## src/verilog/asc_pkg.sv

```systemverilog
package asc_pkg;

    // register byte offsets
    localparam logic [7:0] OFF_SCAN = 8'h00;
    localparam logic [7:0] OFF_HIT  = 8'h04;
    localparam logic [7:0] OFF_CTRL = 8'h08;
    localparam logic [7:0] OFF_STAT = 8'h0C;
    localparam logic [7:0] OFF_MASK = 8'h10;
    localparam logic [7:0] OFF_SEQ  = 8'h14;

    localparam int unsigned ADDR_W = 8;
    localparam int unsigned DATA_W = 32;
    localparam int unsigned CHAN_W = 5;
    localparam int unsigned NUM_IN = 31;
    localparam int unsigned RES_W  = 12;

    // implemented bits before package trimming
    localparam logic [31:0] SCAN_FULL = 32'h780F_FFFF;
    localparam logic [31:0] HIT_FULL  = 32'h000F_FFFF;
    localparam logic [31:0] MISS_28   = 32'h000F_F000;
    localparam logic [31:0] MISS_36   = 32'h000F_8000;
    localparam logic [31:0] MISS_48   = 32'h0003_C000;
    localparam logic [31:0] MISS_NONE = 32'h0000_0000;
    localparam logic [4:0]  HIT_CHANS = 5'h14;

    // control register fields
    localparam int unsigned CTRL_ASE_BIT = 15;
    localparam int unsigned CTRL_CM_LSB  = 0;
    localparam logic [31:0] CTRL_RESET   = 32'h0000_0000;

    // sequencer readback fields
    localparam int unsigned SEQ_BUSY_BIT = 8;

    // interrupt status / mask bits
    localparam int unsigned IRQ_SCAN  = 0;
    localparam int unsigned IRQ_MATCH = 1;
    localparam int unsigned IRQ_HIT   = 2;
    localparam int unsigned IRQ_W     = 3;

    localparam logic [4:0]  IDLE_CHAN  = 5'h1F;
    localparam logic [31:0] ZERO_WORD  = 32'h0000_0000;

    typedef enum logic [1:0] {
        CM_LT  = 2'b00,
        CM_GT  = 2'b01,
        CM_IN  = 2'b10,
        CM_OUT = 2'b11
    } asc_cm_e;

    typedef enum logic {
        SEQ_IDLE = 1'b0,
        SEQ_WAIT = 1'b1
    } asc_seq_e;

    typedef struct packed {
        logic             ase;
        asc_cm_e          mode;
    } asc_ctrl_s;

    typedef struct packed {
        logic [RES_W-1:0] data;
        logic [RES_W-1:0] low;
        logic [RES_W-1:0] high;
    } asc_result_s;

    // bits that do not exist for a given pin count
    function automatic logic [31:0] missMask(input int pins);
        logic [31:0] m;
        m = MISS_NONE;
        if (pins == 28) begin
            m = MISS_28;
        end else if (pins == 36 || pins == 40) begin
            m = MISS_36;
        end else if (pins == 48) begin
            m = MISS_48;
        end
        return m;
    endfunction

endpackage

```

## src/verilog/asc_scan_ctrl.sv

```systemverilog
`timescale 1ns/1ps
// Notes on behaviour
// A set scan select bit includes its input; a clear bit skips it.
// Scan select bit 31 and bits 26 to 20 do nothing and read as zero.
// Outside-window mode sets a hit bit on a buffer write or a match.
// Other compare modes set a channel's hit bit only on a valid match.
// Compare hit bits 31 to 20 do nothing and read as zero.
// Scan select bits of absent inputs drop by pin count (28, 36/40, 48).
// Compare hit bits are dropped per pin count in the same pattern.
// Compare mode 11 is outside, 10 inside, 01 greater, 00 less than.
// The scan sequencer runs only while auto-scan enable is set.
// Selected inputs convert in ascending order, then wrap to the lowest.
module asc_scan_ctrl #(
    parameter int PIN_COUNT = 64
) (
    input  wire logic                          core_clk,
    input  wire logic                          srst,
    input  wire logic                          psel,
    input  wire logic                          penable,
    input  wire logic                          pwrite,
    input  wire logic [asc_pkg::ADDR_W-1:0]    paddr,
    input  wire logic [asc_pkg::DATA_W-1:0]    pwdata,
    output logic                               pready,
    output logic      [asc_pkg::DATA_W-1:0]    prdata,
    output logic                               pslverr,
    output logic                               convStart,
    output logic      [asc_pkg::CHAN_W-1:0]    convChannel,
    input  wire logic                          convDone,
    input  asc_pkg::asc_result_s               convResult,
    output logic                               irq
);
    import asc_pkg::*;

    localparam logic [31:0] SCAN_IMPL = SCAN_FULL & ~missMask(PIN_COUNT);
    localparam logic [31:0] HIT_IMPL  = HIT_FULL & ~missMask(PIN_COUNT);

    logic [31:0]       scanQ, scan_d;
    logic [31:0]       hitQ, hit_d;
    asc_ctrl_s         ctrlQ, ctrl_d;
    logic [IRQ_W-1:0]  statQ, stat_d;
    logic [IRQ_W-1:0]  maskQ, mask_d;
    asc_seq_e          seqQ, seq_d;
    logic [CHAN_W-1:0] chanQ, chan_d;
    logic              startQ, start_d;
    logic              preadyQ;
    logic [31:0]       prdataQ, prdata_d;
    logic              pslverrQ;
    logic              irqQ;
    logic [31:0]       rdMux;
    logic              addrOk;
    logic [CHAN_W-1:0] pickNext;
    logic              pickWrapped;
    logic              pickAny;
    logic              match;

    // APB handshake: one wait state, pready from a flop
    wire accessPhase = psel & penable;
    wire answerNow   = accessPhase & ~preadyQ;
    wire xferDone    = accessPhase & preadyQ;
    wire wrEn        = xferDone & pwrite & ~pslverrQ;
    wire rdEn        = xferDone & ~pwrite;
    wire wrScan      = wrEn & (paddr == OFF_SCAN);
    wire wrHit       = wrEn & (paddr == OFF_HIT);
    wire wrCtrl      = wrEn & (paddr == OFF_CTRL);
    wire wrMask      = wrEn & (paddr == OFF_MASK);
    wire rdStat      = rdEn & (paddr == OFF_STAT);

    always_comb begin
        addrOk = 1'b1;
        rdMux  = ZERO_WORD;
        if (paddr == OFF_SCAN) begin
            rdMux = scanQ & SCAN_IMPL;
        end else if (paddr == OFF_HIT) begin
            rdMux = hitQ & HIT_IMPL;
        end else if (paddr == OFF_CTRL) begin
            rdMux[CTRL_ASE_BIT]               = ctrlQ.ase;
            rdMux[CTRL_CM_LSB+1:CTRL_CM_LSB]  = ctrlQ.mode;
        end else if (paddr == OFF_STAT) begin
            rdMux[IRQ_W-1:0] = statQ;
        end else if (paddr == OFF_MASK) begin
            rdMux[IRQ_W-1:0] = maskQ;
        end else if (paddr == OFF_SEQ) begin
            rdMux[CHAN_W-1:0]   = chanQ;
            rdMux[SEQ_BUSY_BIT] = (seqQ == SEQ_WAIT);
        end else begin
            addrOk = 1'b0;
        end
    end

    assign prdata_d = answerNow ? rdMux : ZERO_WORD;

    // sequencer
    asc_scan_pick u_pick (
        .sel     (scanQ[NUM_IN-1:0]),
        .cur     (chanQ),
        .nxt     (pickNext),
        .wrapped (pickWrapped),
        .any     (pickAny)
    );

    asc_compare u_cmp (
        .mode  (ctrlQ.mode),
        .res   (convResult),
        .match (match)
    );

    always_comb begin
        seq_d   = seqQ;
        chan_d  = chanQ;
        start_d = 1'b0;
        case (seqQ)
            SEQ_IDLE: begin
                if (!ctrlQ.ase) begin
                    chan_d = IDLE_CHAN;
                end else if (pickAny) begin
                    chan_d  = pickNext;
                    start_d = 1'b1;
                    seq_d   = SEQ_WAIT;
                end
            end
            SEQ_WAIT: begin
                if (!ctrlQ.ase) begin
                    chan_d = IDLE_CHAN;
                    seq_d  = SEQ_IDLE;
                end else if (convDone) begin
                    seq_d = SEQ_IDLE;
                end
            end
            default: seq_d = SEQ_IDLE;
        endcase
    end

    wire        doneEvt   = (seqQ == SEQ_WAIT) & ctrlQ.ase & convDone;
    wire        hitChan   = chanQ < HIT_CHANS;
    wire        hitCause  = (ctrlQ.mode == CM_OUT) | match;
    wire [31:0] oneHot    = 32'h0000_0001 << chanQ;
    wire        hitFire   = doneEvt & hitChan & hitCause;
    wire [31:0] hitSet    = hitFire ? oneHot & HIT_IMPL : ZERO_WORD;
    wire [1:0]  wrMode    = pwdata[CTRL_CM_LSB+1:CTRL_CM_LSB];
    wire [IRQ_W-1:0] evt  = {|hitSet, doneEvt & match, doneEvt & pickWrapped};

    // software writes to the hit register, but a new hit wins
    assign hit_d  = (wrHit ? (pwdata & HIT_IMPL) : hitQ) | hitSet;
    assign scan_d = wrScan ? (pwdata & SCAN_IMPL) : scanQ;
    assign ctrl_d = wrCtrl ? '{ase:  pwdata[CTRL_ASE_BIT],
                               mode: asc_cm_e'(wrMode)}
                           : ctrlQ;
    assign mask_d = wrMask ? pwdata[IRQ_W-1:0] : maskQ;
    // read clears only the bits that were reported
    assign stat_d = (statQ & ~(rdStat ? prdataQ[IRQ_W-1:0] : '0)) | evt;

    always_ff @(posedge core_clk) begin
        if (srst) begin
            scanQ <= ZERO_WORD;
            hitQ  <= ZERO_WORD;
            ctrlQ <= '{ase: 1'b0, mode: CM_LT};
            statQ <= '0;
            maskQ <= '0;
        end else begin
            scanQ <= scan_d;
            hitQ  <= hit_d;
            ctrlQ <= ctrl_d;
            statQ <= stat_d;
            maskQ <= mask_d;
        end
    end

    always_ff @(posedge core_clk) begin
        if (srst) begin
            seqQ   <= SEQ_IDLE;
            chanQ  <= IDLE_CHAN;
            startQ <= 1'b0;
        end else begin
            seqQ   <= seq_d;
            chanQ  <= chan_d;
            startQ <= start_d;
        end
    end

    always_ff @(posedge core_clk) begin
        if (srst) begin
            preadyQ  <= 1'b0;
            prdataQ  <= ZERO_WORD;
            pslverrQ <= 1'b0;
            irqQ     <= 1'b0;
        end else begin
            preadyQ  <= answerNow;
            prdataQ  <= prdata_d;
            pslverrQ <= answerNow & ~addrOk;
            irqQ     <= |(stat_d & mask_d);
        end
    end

    assign pready      = preadyQ;
    assign prdata      = prdataQ;
    assign pslverr     = pslverrQ;
    assign convStart   = startQ;
    assign convChannel = chanQ;
    assign irq         = irqQ;

    // checks
    property p_scan_reserved;
        @(posedge core_clk) disable iff (srst)
        rdEn && paddr == OFF_SCAN |-> (prdataQ & ~SCAN_IMPL) == ZERO_WORD;
    endproperty
    a_scan_reserved: assert property (p_scan_reserved)
        else $error("reserved scan select bit read as one");

    property p_hit_reserved;
        @(posedge core_clk) disable iff (srst)
        rdEn && paddr == OFF_HIT |-> (prdataQ & ~HIT_IMPL) == ZERO_WORD;
    endproperty
    a_hit_reserved: assert property (p_hit_reserved)
        else $error("reserved compare hit bit read as one");

    property p_absent_hit;
        @(posedge core_clk) disable iff (srst)
        (hitQ & ~HIT_IMPL) == ZERO_WORD && (scanQ & ~SCAN_IMPL) == ZERO_WORD;
    endproperty
    a_absent_hit: assert property (p_absent_hit)
        else $error("bit of an absent input is set");

    property p_start_selected;
        @(posedge core_clk) disable iff (srst)
        startQ && !$past(wrScan) |-> scanQ[chanQ];
    endproperty
    a_start_selected: assert property (p_start_selected)
        else $error("conversion started on an unselected input");

    property p_hit_outside;
        @(posedge core_clk) disable iff (srst)
        doneEvt && ctrlQ.mode == CM_OUT && hitChan && HIT_IMPL[chanQ]
        |=> hitQ[$past(chanQ)];
    endproperty
    a_hit_outside: assert property (p_hit_outside)
        else $error("written buffer did not set its hit bit");

    property p_hit_nomatch;
        @(posedge core_clk) disable iff (srst)
        doneEvt && ctrlQ.mode != CM_OUT && !match && !wrHit
        |=> hitQ == $past(hitQ);
    endproperty
    a_hit_nomatch: assert property (p_hit_nomatch)
        else $error("hit bit changed without a match");

    property p_mode_less;
        @(posedge core_clk) disable iff (srst)
        doneEvt && ctrlQ.mode == CM_LT
        |-> match == (convResult.data < convResult.low);
    endproperty
    a_mode_less: assert property (p_mode_less)
        else $error("less-than compare gave the wrong answer");

    property p_no_scan_disabled;
        @(posedge core_clk) disable iff (srst)
        !ctrlQ.ase |=> !startQ ##1 !startQ || ctrlQ.ase;
    endproperty
    a_no_scan_disabled: assert property (p_no_scan_disabled)
        else $error("conversion started with auto-scan disabled");

    property p_ascending;
        @(posedge core_clk) disable iff (srst)
        doneEvt && !pickWrapped && !wrEn
        |-> ##2 startQ && chanQ > $past(chanQ, 2);
    endproperty
    a_ascending: assert property (p_ascending)
        else $error("scan did not move to a higher input");

    property p_hit_match;
        @(posedge core_clk) disable iff (srst)
        doneEvt && match && hitChan && HIT_IMPL[chanQ]
        |=> hitQ[$past(chanQ)];
    endproperty
    a_hit_match: assert property (p_hit_match)
        else $error("valid match did not set its hit bit");

    property p_hit_sticky;
        @(posedge core_clk) disable iff (srst)
        !wrHit |=> (hitQ & $past(hitQ)) == $past(hitQ);
    endproperty
    a_hit_sticky: assert property (p_hit_sticky)
        else $error("hit bit cleared without a software write");

    property p_mode_inside;
        @(posedge core_clk) disable iff (srst)
        doneEvt && ctrlQ.mode == CM_IN
        |-> match == (convResult.data >= convResult.low
                      && convResult.data <= convResult.high);
    endproperty
    a_mode_inside: assert property (p_mode_inside)
        else $error("inside-window compare gave the wrong answer");

    property p_mode_outside;
        @(posedge core_clk) disable iff (srst)
        doneEvt && ctrlQ.mode == CM_OUT
        |-> match == (convResult.data < convResult.low
                      || convResult.data > convResult.high);
    endproperty
    a_mode_outside: assert property (p_mode_outside)
        else $error("outside-window compare gave the wrong answer");

    property p_idle_disabled;
        @(posedge core_clk) disable iff (srst)
        !ctrlQ.ase |=> convChannel == IDLE_CHAN;
    endproperty
    a_idle_disabled: assert property (p_idle_disabled)
        else $error("channel not parked while auto-scan is off");

    c_wrap: cover property (@(posedge core_clk) disable iff (srst)
        doneEvt && pickWrapped);
    c_match_hit: cover property (@(posedge core_clk) disable iff (srst)
        doneEvt && match && hitChan);
    c_irq: cover property (@(posedge core_clk) disable iff (srst)
        $rose(irqQ));
    c_stat_clear: cover property (@(posedge core_clk) disable iff (srst)
        rdStat && prdataQ[IRQ_W-1:0] != '0);
    c_out_written: cover property (@(posedge core_clk) disable iff (srst)
        doneEvt && ctrlQ.mode == CM_OUT && !match);

endmodule // asc_scan_ctrl

```

## src/verilog/asc_scan_pick.sv

```systemverilog
`timescale 1ns/1ps
module asc_scan_pick (
    input  wire logic [asc_pkg::NUM_IN-1:0] sel,
    input  wire logic [asc_pkg::CHAN_W-1:0] cur,
    output logic      [asc_pkg::CHAN_W-1:0] nxt,
    output logic                            wrapped,
    output logic                            any
);
    import asc_pkg::*;

    logic [CHAN_W-1:0] above;
    logic [CHAN_W-1:0] lowest;
    logic              aboveFound;

    // lowest selected input above cur, else lowest overall
    always_comb begin
        above      = '0;
        lowest     = '0;
        aboveFound = 1'b0;
        for (int i = NUM_IN - 1; i >= 0; i--) begin
            if (sel[i]) begin
                lowest = CHAN_W'(i);
            end
            if (sel[i] && (CHAN_W'(i) > cur)) begin
                above      = CHAN_W'(i);
                aboveFound = 1'b1;
            end
        end
    end

    assign nxt     = aboveFound ? above : lowest;
    assign wrapped = ~aboveFound;
    assign any     = |sel;

endmodule // asc_scan_pick

```

## src/verilog/asc_compare.sv

```systemverilog
`timescale 1ns/1ps
module asc_compare (
    input  asc_pkg::asc_cm_e     mode,
    input  asc_pkg::asc_result_s res,
    output logic                 match
);
    import asc_pkg::*;

    wire belowLow  = res.data < res.low;
    wire aboveLow  = res.data > res.low;
    wire aboveHigh = res.data > res.high;

    always_comb begin
        case (mode)
            CM_LT:   match = belowLow;
            CM_GT:   match = aboveLow;
            CM_IN:   match = ~belowLow & ~aboveHigh;
            default: match = belowLow | aboveHigh;
        endcase
    end

endmodule // asc_compare

```

## config.mk

```make
export PLATFORM = sky130hd
export DESIGN_NAME = asc_scan_ctrl
export DESIGN_NICKNAME = d
export VERILOG_FILES = /design/src/verilog/asc_pkg.sv /design/src/verilog/asc_scan_ctrl.sv /design/src/verilog/asc_scan_pick.sv /design/src/verilog/asc_compare.sv
export SDC_FILE = /design/constraint.sdc
export NUM_CORES = 1
export LEC_CHECK = 0
export ABC_AREA = 1
export ABC_CLOCK_PERIOD_IN_PS = 1850
export BUFFER_PORTS_ARGS = -buffer_cell sky130_fd_sc_hd__buf_2
export CORE_ASPECT_RATIO = 1.5
export CORE_MARGIN = 2
export CORE_UTILIZATION = 49
export DETAILED_ROUTE_END_ITERATION = 16
export PLACE_DENSITY_LB_ADDON = 0.1
export SLEW_MARGIN = 20
export SYNTH_ARGS = -nofsm -noshare
export SYNTH_HDL_FRONTEND = slang
export SYNTH_SLANG_ARGS = --single-unit
```

## constraint.sdc

```tcl
create_clock -name core_clk -period 1.85 [get_ports core_clk]
set_input_delay 0.0925 -clock core_clk [delete_from_list [all_inputs] [get_ports core_clk]]
set_output_delay 0.0925 -clock core_clk [all_outputs]
set_load 0.02 [all_outputs]
```

# == After elaboration in Yosys (flattened, before gate mapping) ==
# Index checks and enable logic that the tools add are counted.
# totals
elab_cells,233
register_bits,107
inputBits,82
out_inout_bits,41
# op_classes
reduce_logical,33
bitwise,35
shift,1
muxes,112
order_cmp,28
eq_ne,10
# ops
op,count
$mux 5,54
$mux 1,41
$gt 4x5->1 const A,8
$gt 5x5->1 const A,8
$mux 32,1
$or 32x20->32,1
$reduce_or 32->1,1
$mux 31,1
$gt 12x12->1,2
$logic_and 1x1->1,24
$reduce_or 24->1,1
$gt 3x5->1 const A,4
$mux 20,1
$shl 1x5->20 const A,1
$and 1x1->1,19
$mux 3,6
$eq 8x4->1 const B,2
$eq 8x5->1 const B,2
$lt 12x12->1,1
$gt 1x5->1 const A,2
$gt 2x5->1 const A,2
$pmux 5 s2,1
$not 1->1,9
$eq 8x3->1 const B,1
19 further kinds,26

# == Longest topological paths before layout ==
# depth
word_depth,31
ltp_mapped,26

# == Modules after synthesis ==
# Synthesis repeated with hierarchy kept, for this count alone.
# hier_totals
hier_cells,939
area_unflattened_um2,5716.7
# modules_own_cells
module,area_each_um2,seq_area_each_um2,cells_per_inst,n_inst
asc_scan_ctrl,3777.4,1741.7,535,1
asc_scan_pick,1221.2,0.0,283,1
asc_compare,718.2,0.0,121,1

# == Worst setup path before layout ==
# OpenSTA, ideal clock, no wires.
# synth_path
path_kind,reg2reg
startpoint,"register chanQ[1], in the netlist convChannel[1]"
endpoint,"register irqQ, in the netlist irq"
required_ns,1.792
path_stages_with_launch,17
arrival_ns,2.015
setup_slack_ns,-0.223
synth_period_minus_slack_ns,2.073
path_buffers,1
setup_ns,0.058
cell_sequence,dfxtp_1 buf_2 nor2_1 nand2_2 nor2_1 o21ai_1 nand2_1 nor2_4 nand3_4 nor2_4 inv_2 o21ai_1 inv_1 or2_1 nand2_1 nand2_1 nand2_1
# synth_via
elab_chain_cells,31
word_cells_on_any_way,83
classes_between,25 x order compare; 1 x shift; 25 x mux; 6 x bitwise; 26 x reduce/logical
# synth_lines
item,line_no,rtl
"start, declared",asc_scan_ctrl.sv:43,"logic [CHAN_W-1:0] chanQ, chan_d;"
"start signal, assigned",asc_scan_ctrl.sv:175,chanQ <= chan_d;
$gt 5x5->1,asc_scan_pick.sv:24,if (sel[i] && (CHAN_W'(i) > cur)) begin
$logic_and 1x1->1,asc_scan_pick.sv:24,
$mux 1 (24 in series),asc_scan_pick.sv:24,
$not 1->1,asc_scan_pick.sv:32,assign wrapped = ~aboveFound;
$and 1x1->1,asc_scan_ctrl.sv:140,"wire [IRQ_W-1:0] evt = {|hitSet, doneEvt & match, doneEvt & pickWrapped};"
$or 3x3->3 (*),asc_scan_ctrl.sv:150,assign stat_d = (statQ & ~(rdStat ? prdataQ[IRQ_W-1:0] : '0)) | evt;
$and 3x3->3 (*),asc_scan_ctrl.sv:190,irqQ <= |(stat_d & mask_d);
$reduce_or 3->1 (*),asc_scan_ctrl.sv:190,
"end signal, assigned",asc_scan_ctrl.sv:190,
"end, declared",asc_scan_ctrl.sv:48,logic irqQ;
# Mark *: on every way between the ends. The rest lies on a longest branch, timed or not.
# A chain may end at the register's enable or synchronous reset.

# == Worst setup path after layout ==
# layout_path
startpoint,"register chanQ[3], in the netlist convChannel[3]"
endpoint,"register chanQ[0], in the netlist convChannel[0]"
# layout_via
elab_chain_cells,30
word_cells_on_any_way,99
classes_between,24 x order compare; 51 x mux; 24 x reduce/logical
# layout_lines
item,line_no,rtl
$gt 5x5->1,asc_scan_pick.sv:24,
$logic_and 1x1->1,asc_scan_pick.sv:24,
$mux 1 (24 in series),asc_scan_pick.sv:24,
$mux 5 (*),asc_scan_pick.sv:31,assign nxt = aboveFound ? above : lowest;
$mux 5 (*),asc_scan_ctrl.sv:115,end else if (pickAny) begin
$mux 5 (*),asc_scan_ctrl.sv:113,if (!ctrlQ.ase) begin
$pmux 5 s2 (*),asc_scan_ctrl.sv:111,case (seqQ)
# Mark *: on every way between the ends. The rest lies on a longest branch, timed or not. The select of a mux whose other input is x is not followed.

==> metrics.txt <==
WHS=0.0416 ns; Worst IR Drop VDD=0.504 mV; EDFF count, synth=0; R2R Path Start=convChannel[3]; worst-path fanout max=8; die height=128 um; CP top delay family=simple AND/OR/NAND/NOR gates; nets=1047; commonest non-fill, non-tap cell in the layout=nand2_1; Ant. Diodes=0; dpl hpwl=12800 um; CTS tree=built; GR Util All Layers=30.5%; die area=11100 um^2; crit end category=flip-flop; share of cells above drive strength 1=35.6%; antenna violations before repair=0; fin worst setup slack=-0.211 ns; post-route minimum period=2.06 ns; r2r setup slk=-0.21 ns; ys flop type=dfxtp_1; most frequent CP cell=nand2_1; status=finished, violations left; drt initial violations=324; Seq. cell area=1760 um^2; htree depth=3; Clock transition at path regs=0.06 ns; routed wire length=17200 um; RSZ-0062 raised after global routing=true; R2R cell count=24; sequential area share after synthesis=34.5%; commonest non-fill, non-tap cells in the layout=nand2_1, inv_1, buf_4; Leak=3.43 nW; vias=5746; hold_sp=pwdata[27]; crit-path max cell delay=0.39 ns; reg2reg end=convChannel[0]; Worst Path Buf+Inv=1; port bufs=106; Chip Width=86.9 um; Core Box Area=10100 um^2; Root Driver=clkbuf_16; DR vias/cell=5.41; asr flop ratio synth=0%; Max clock buf depth=2; pre-CTS WS=-0.338 ns; failing checks=negative setup slack; fill count=872; critical path launch point type=flip-flop; Final Hold Vio Count=0; Pwr Total=4.11 mW; Row Count=45; DRT Pass-1 Iters=5; routability cong.=1.02; syn_area_per_cell=6.81 um^2; first-pass GRT wire length=26500 um; wire length per cell=16.1 um; post-synthesis register bit count=87; GRT Residual Overflow=0; Starting Density=50.1%; final antenna-violating net count=0; PwrDens=575 nW/um^2; Worst EP arrival=2.30 ns; post-synthesis cell type count=47; Slew Limit Fails=0; worst-path cell chain=nor2_4 > inv_2 > o21ai_2 > nand2_2 > nand2_1 > nand2_1 > nand2_1 > nand2_1 > nand2_1 > nand2_1 > nand2_1 > nand2_1 > nand2_1 > nand2_1 > nand2_1 > nand2_1 > nand2_1 > nand2_1 > nand2_1 > nand2_1 > nand2_1 > nand2_1 > nand2_1 > nand2_1; Cell Area, Synth=5050 um^2; CTS Buf Count=9; Max-Cap Viols=0; clk sink count=87; Final period util=111%; Synth Instances=741; I/O Pins=123; Hold Path End=scanQ[27]; final setup violation count=6; Syn. warnings=0; vias in the first global route=5702; fmax=485 MHz; clk_skew=0.00664 ns; Hold Path Class=input pin to flip-flop; Worst-Skew Late Latency=0.35 ns; Crit Path Category=flip-flop to flip-flop; Hold Path Depth=3; Residual DRC=0; CP required=2.09 ns; Critical-path top delay cell=dfxtp_4; largest net degree at the start of global routing=46; area delta synth->final=41.9%; multi-input logic area=3040 um^2
## worst min-delay path, delay by kind of cell
| kind | cells | cell delay, ns |
|---|---|---|
| AO/OA/AOI/OAI | 2 | 0.18 |
| buffers and inverters | 1 | 0.07 |
## cells in the mapped netlist, types with 3 or more instances
cell,instances,area [um^2]
nand2_1,138,518
inv_1,119,447
dfxtp_1,87,1740
o21ai_0,71,355
a21oi_1,70,350
nor2_1,66,248
ha_1,24,300
nand3_1,21,105
clkbuf_1,16,60.1
o32ai_1,13,114
nand4_1,12,75.1
nor3_1,12,60.1
nor2_2,9,56.3
buf_4,8,60.1
inv_2,8,30.0
nand2_2,7,43.8
nor2_4,6,67.6
o211ai_1,5,37.5
o22ai_1,4,25.0
o31ai_1,4,30.0
buf_2,3,15.0
nor4_1,3,18.8
o21ai_1,3,15.0
o221ai_1,3,26.3
## timing repair
item / CTS / global route
resized for setup: 25 / 75
endpoints found under the setup margin: 7 / 31
gates cloned: 0 / 1
hold buffers: 1 / 0
endpoints found under the hold margin: 1 / 0
pin swaps: 9 / 37
buffers inserted: 5 / 6
## flip-flops by register name (all words and copies together), names as in the netlist, 3 cells and up
register	count
ctrlQ	3
statQ	3
scanQ	24
prdata	24
hitQ	20
maskQ	3
convChannel	5
## final cells by class
cell class                 count  area share, %
clock inverter                 7          0.996
timing repair buffer         212           19.7
multi-input combinational    501           42.4
inverter                     130           7.08
sequential                    87           24.6
clock buffer                   9           3.15
tap                          117           2.05
## cells by family (layout without fill, tap and decap cells)
kind of cell | after synthesis | after routing | share of synthesized area, %
simple gates | 285 | 285 | 25.7
compound gates | 182 | 182 | 20.3
buf+inv | 160 | 358 | 13.0
flops | 87 | 87 | 34.5
fa+ha+maj | 24 | 24 | 5.95
mux | 2 | 2 | 0.397
other cells | 1 | 8 | 0.0743
## through the flow
| stage | TNS, ns | utilization, % | area [um^2] | instances |
|---|---|---|---|---|
| finish | -0.901 | 71.0 | 7160 | 1063 |
| floorplan | -0.116 | - | 5120 | 748 |
| global placement | -5.75 | 62.9 | 6340 | 1034 |
| CTS | -0.613 | 67.2 | 6770 | 1056 |
| global route | -1.88 | 71.0 | 7160 | 1063 |
| detailed placement | -7.32 | 62.9 | 6340 | 1034 |
## per-layer routing
layer  up-vias  wire, um  track usage, %
met5         -         0               0
met4         0       753            16.5
met3        48       691            3.99
met2       196      9160            56.4
met1      2677      6550            32.5
li1       2825         -               -
## worst max path at each step
stage	to	slack [ns]	start	cells past startpoint
final	convChannel[0]	-0.21	convChannel[3]	24
after global routing	convChannel[0]	-0.40	convChannel[3]	24
after CTS	convChannel[0]	-0.18	convChannel[2]	24
after detailed placement	hitQ[11]	-0.34	convResult[7]	16
after global placement	irq	-0.28	convChannel[3]	15
after floorplan	irq	-0.07	convChannel[0]	16
## report_power, final
part | internal [mW] | switching, mW
Combinational | 0.188 | 0.217
Clock | 1.05 | 0.791
Sequential | 1.87 | 0.00159
Total | 3.10 | 1.01
Power figures use the tool's default switching activity.
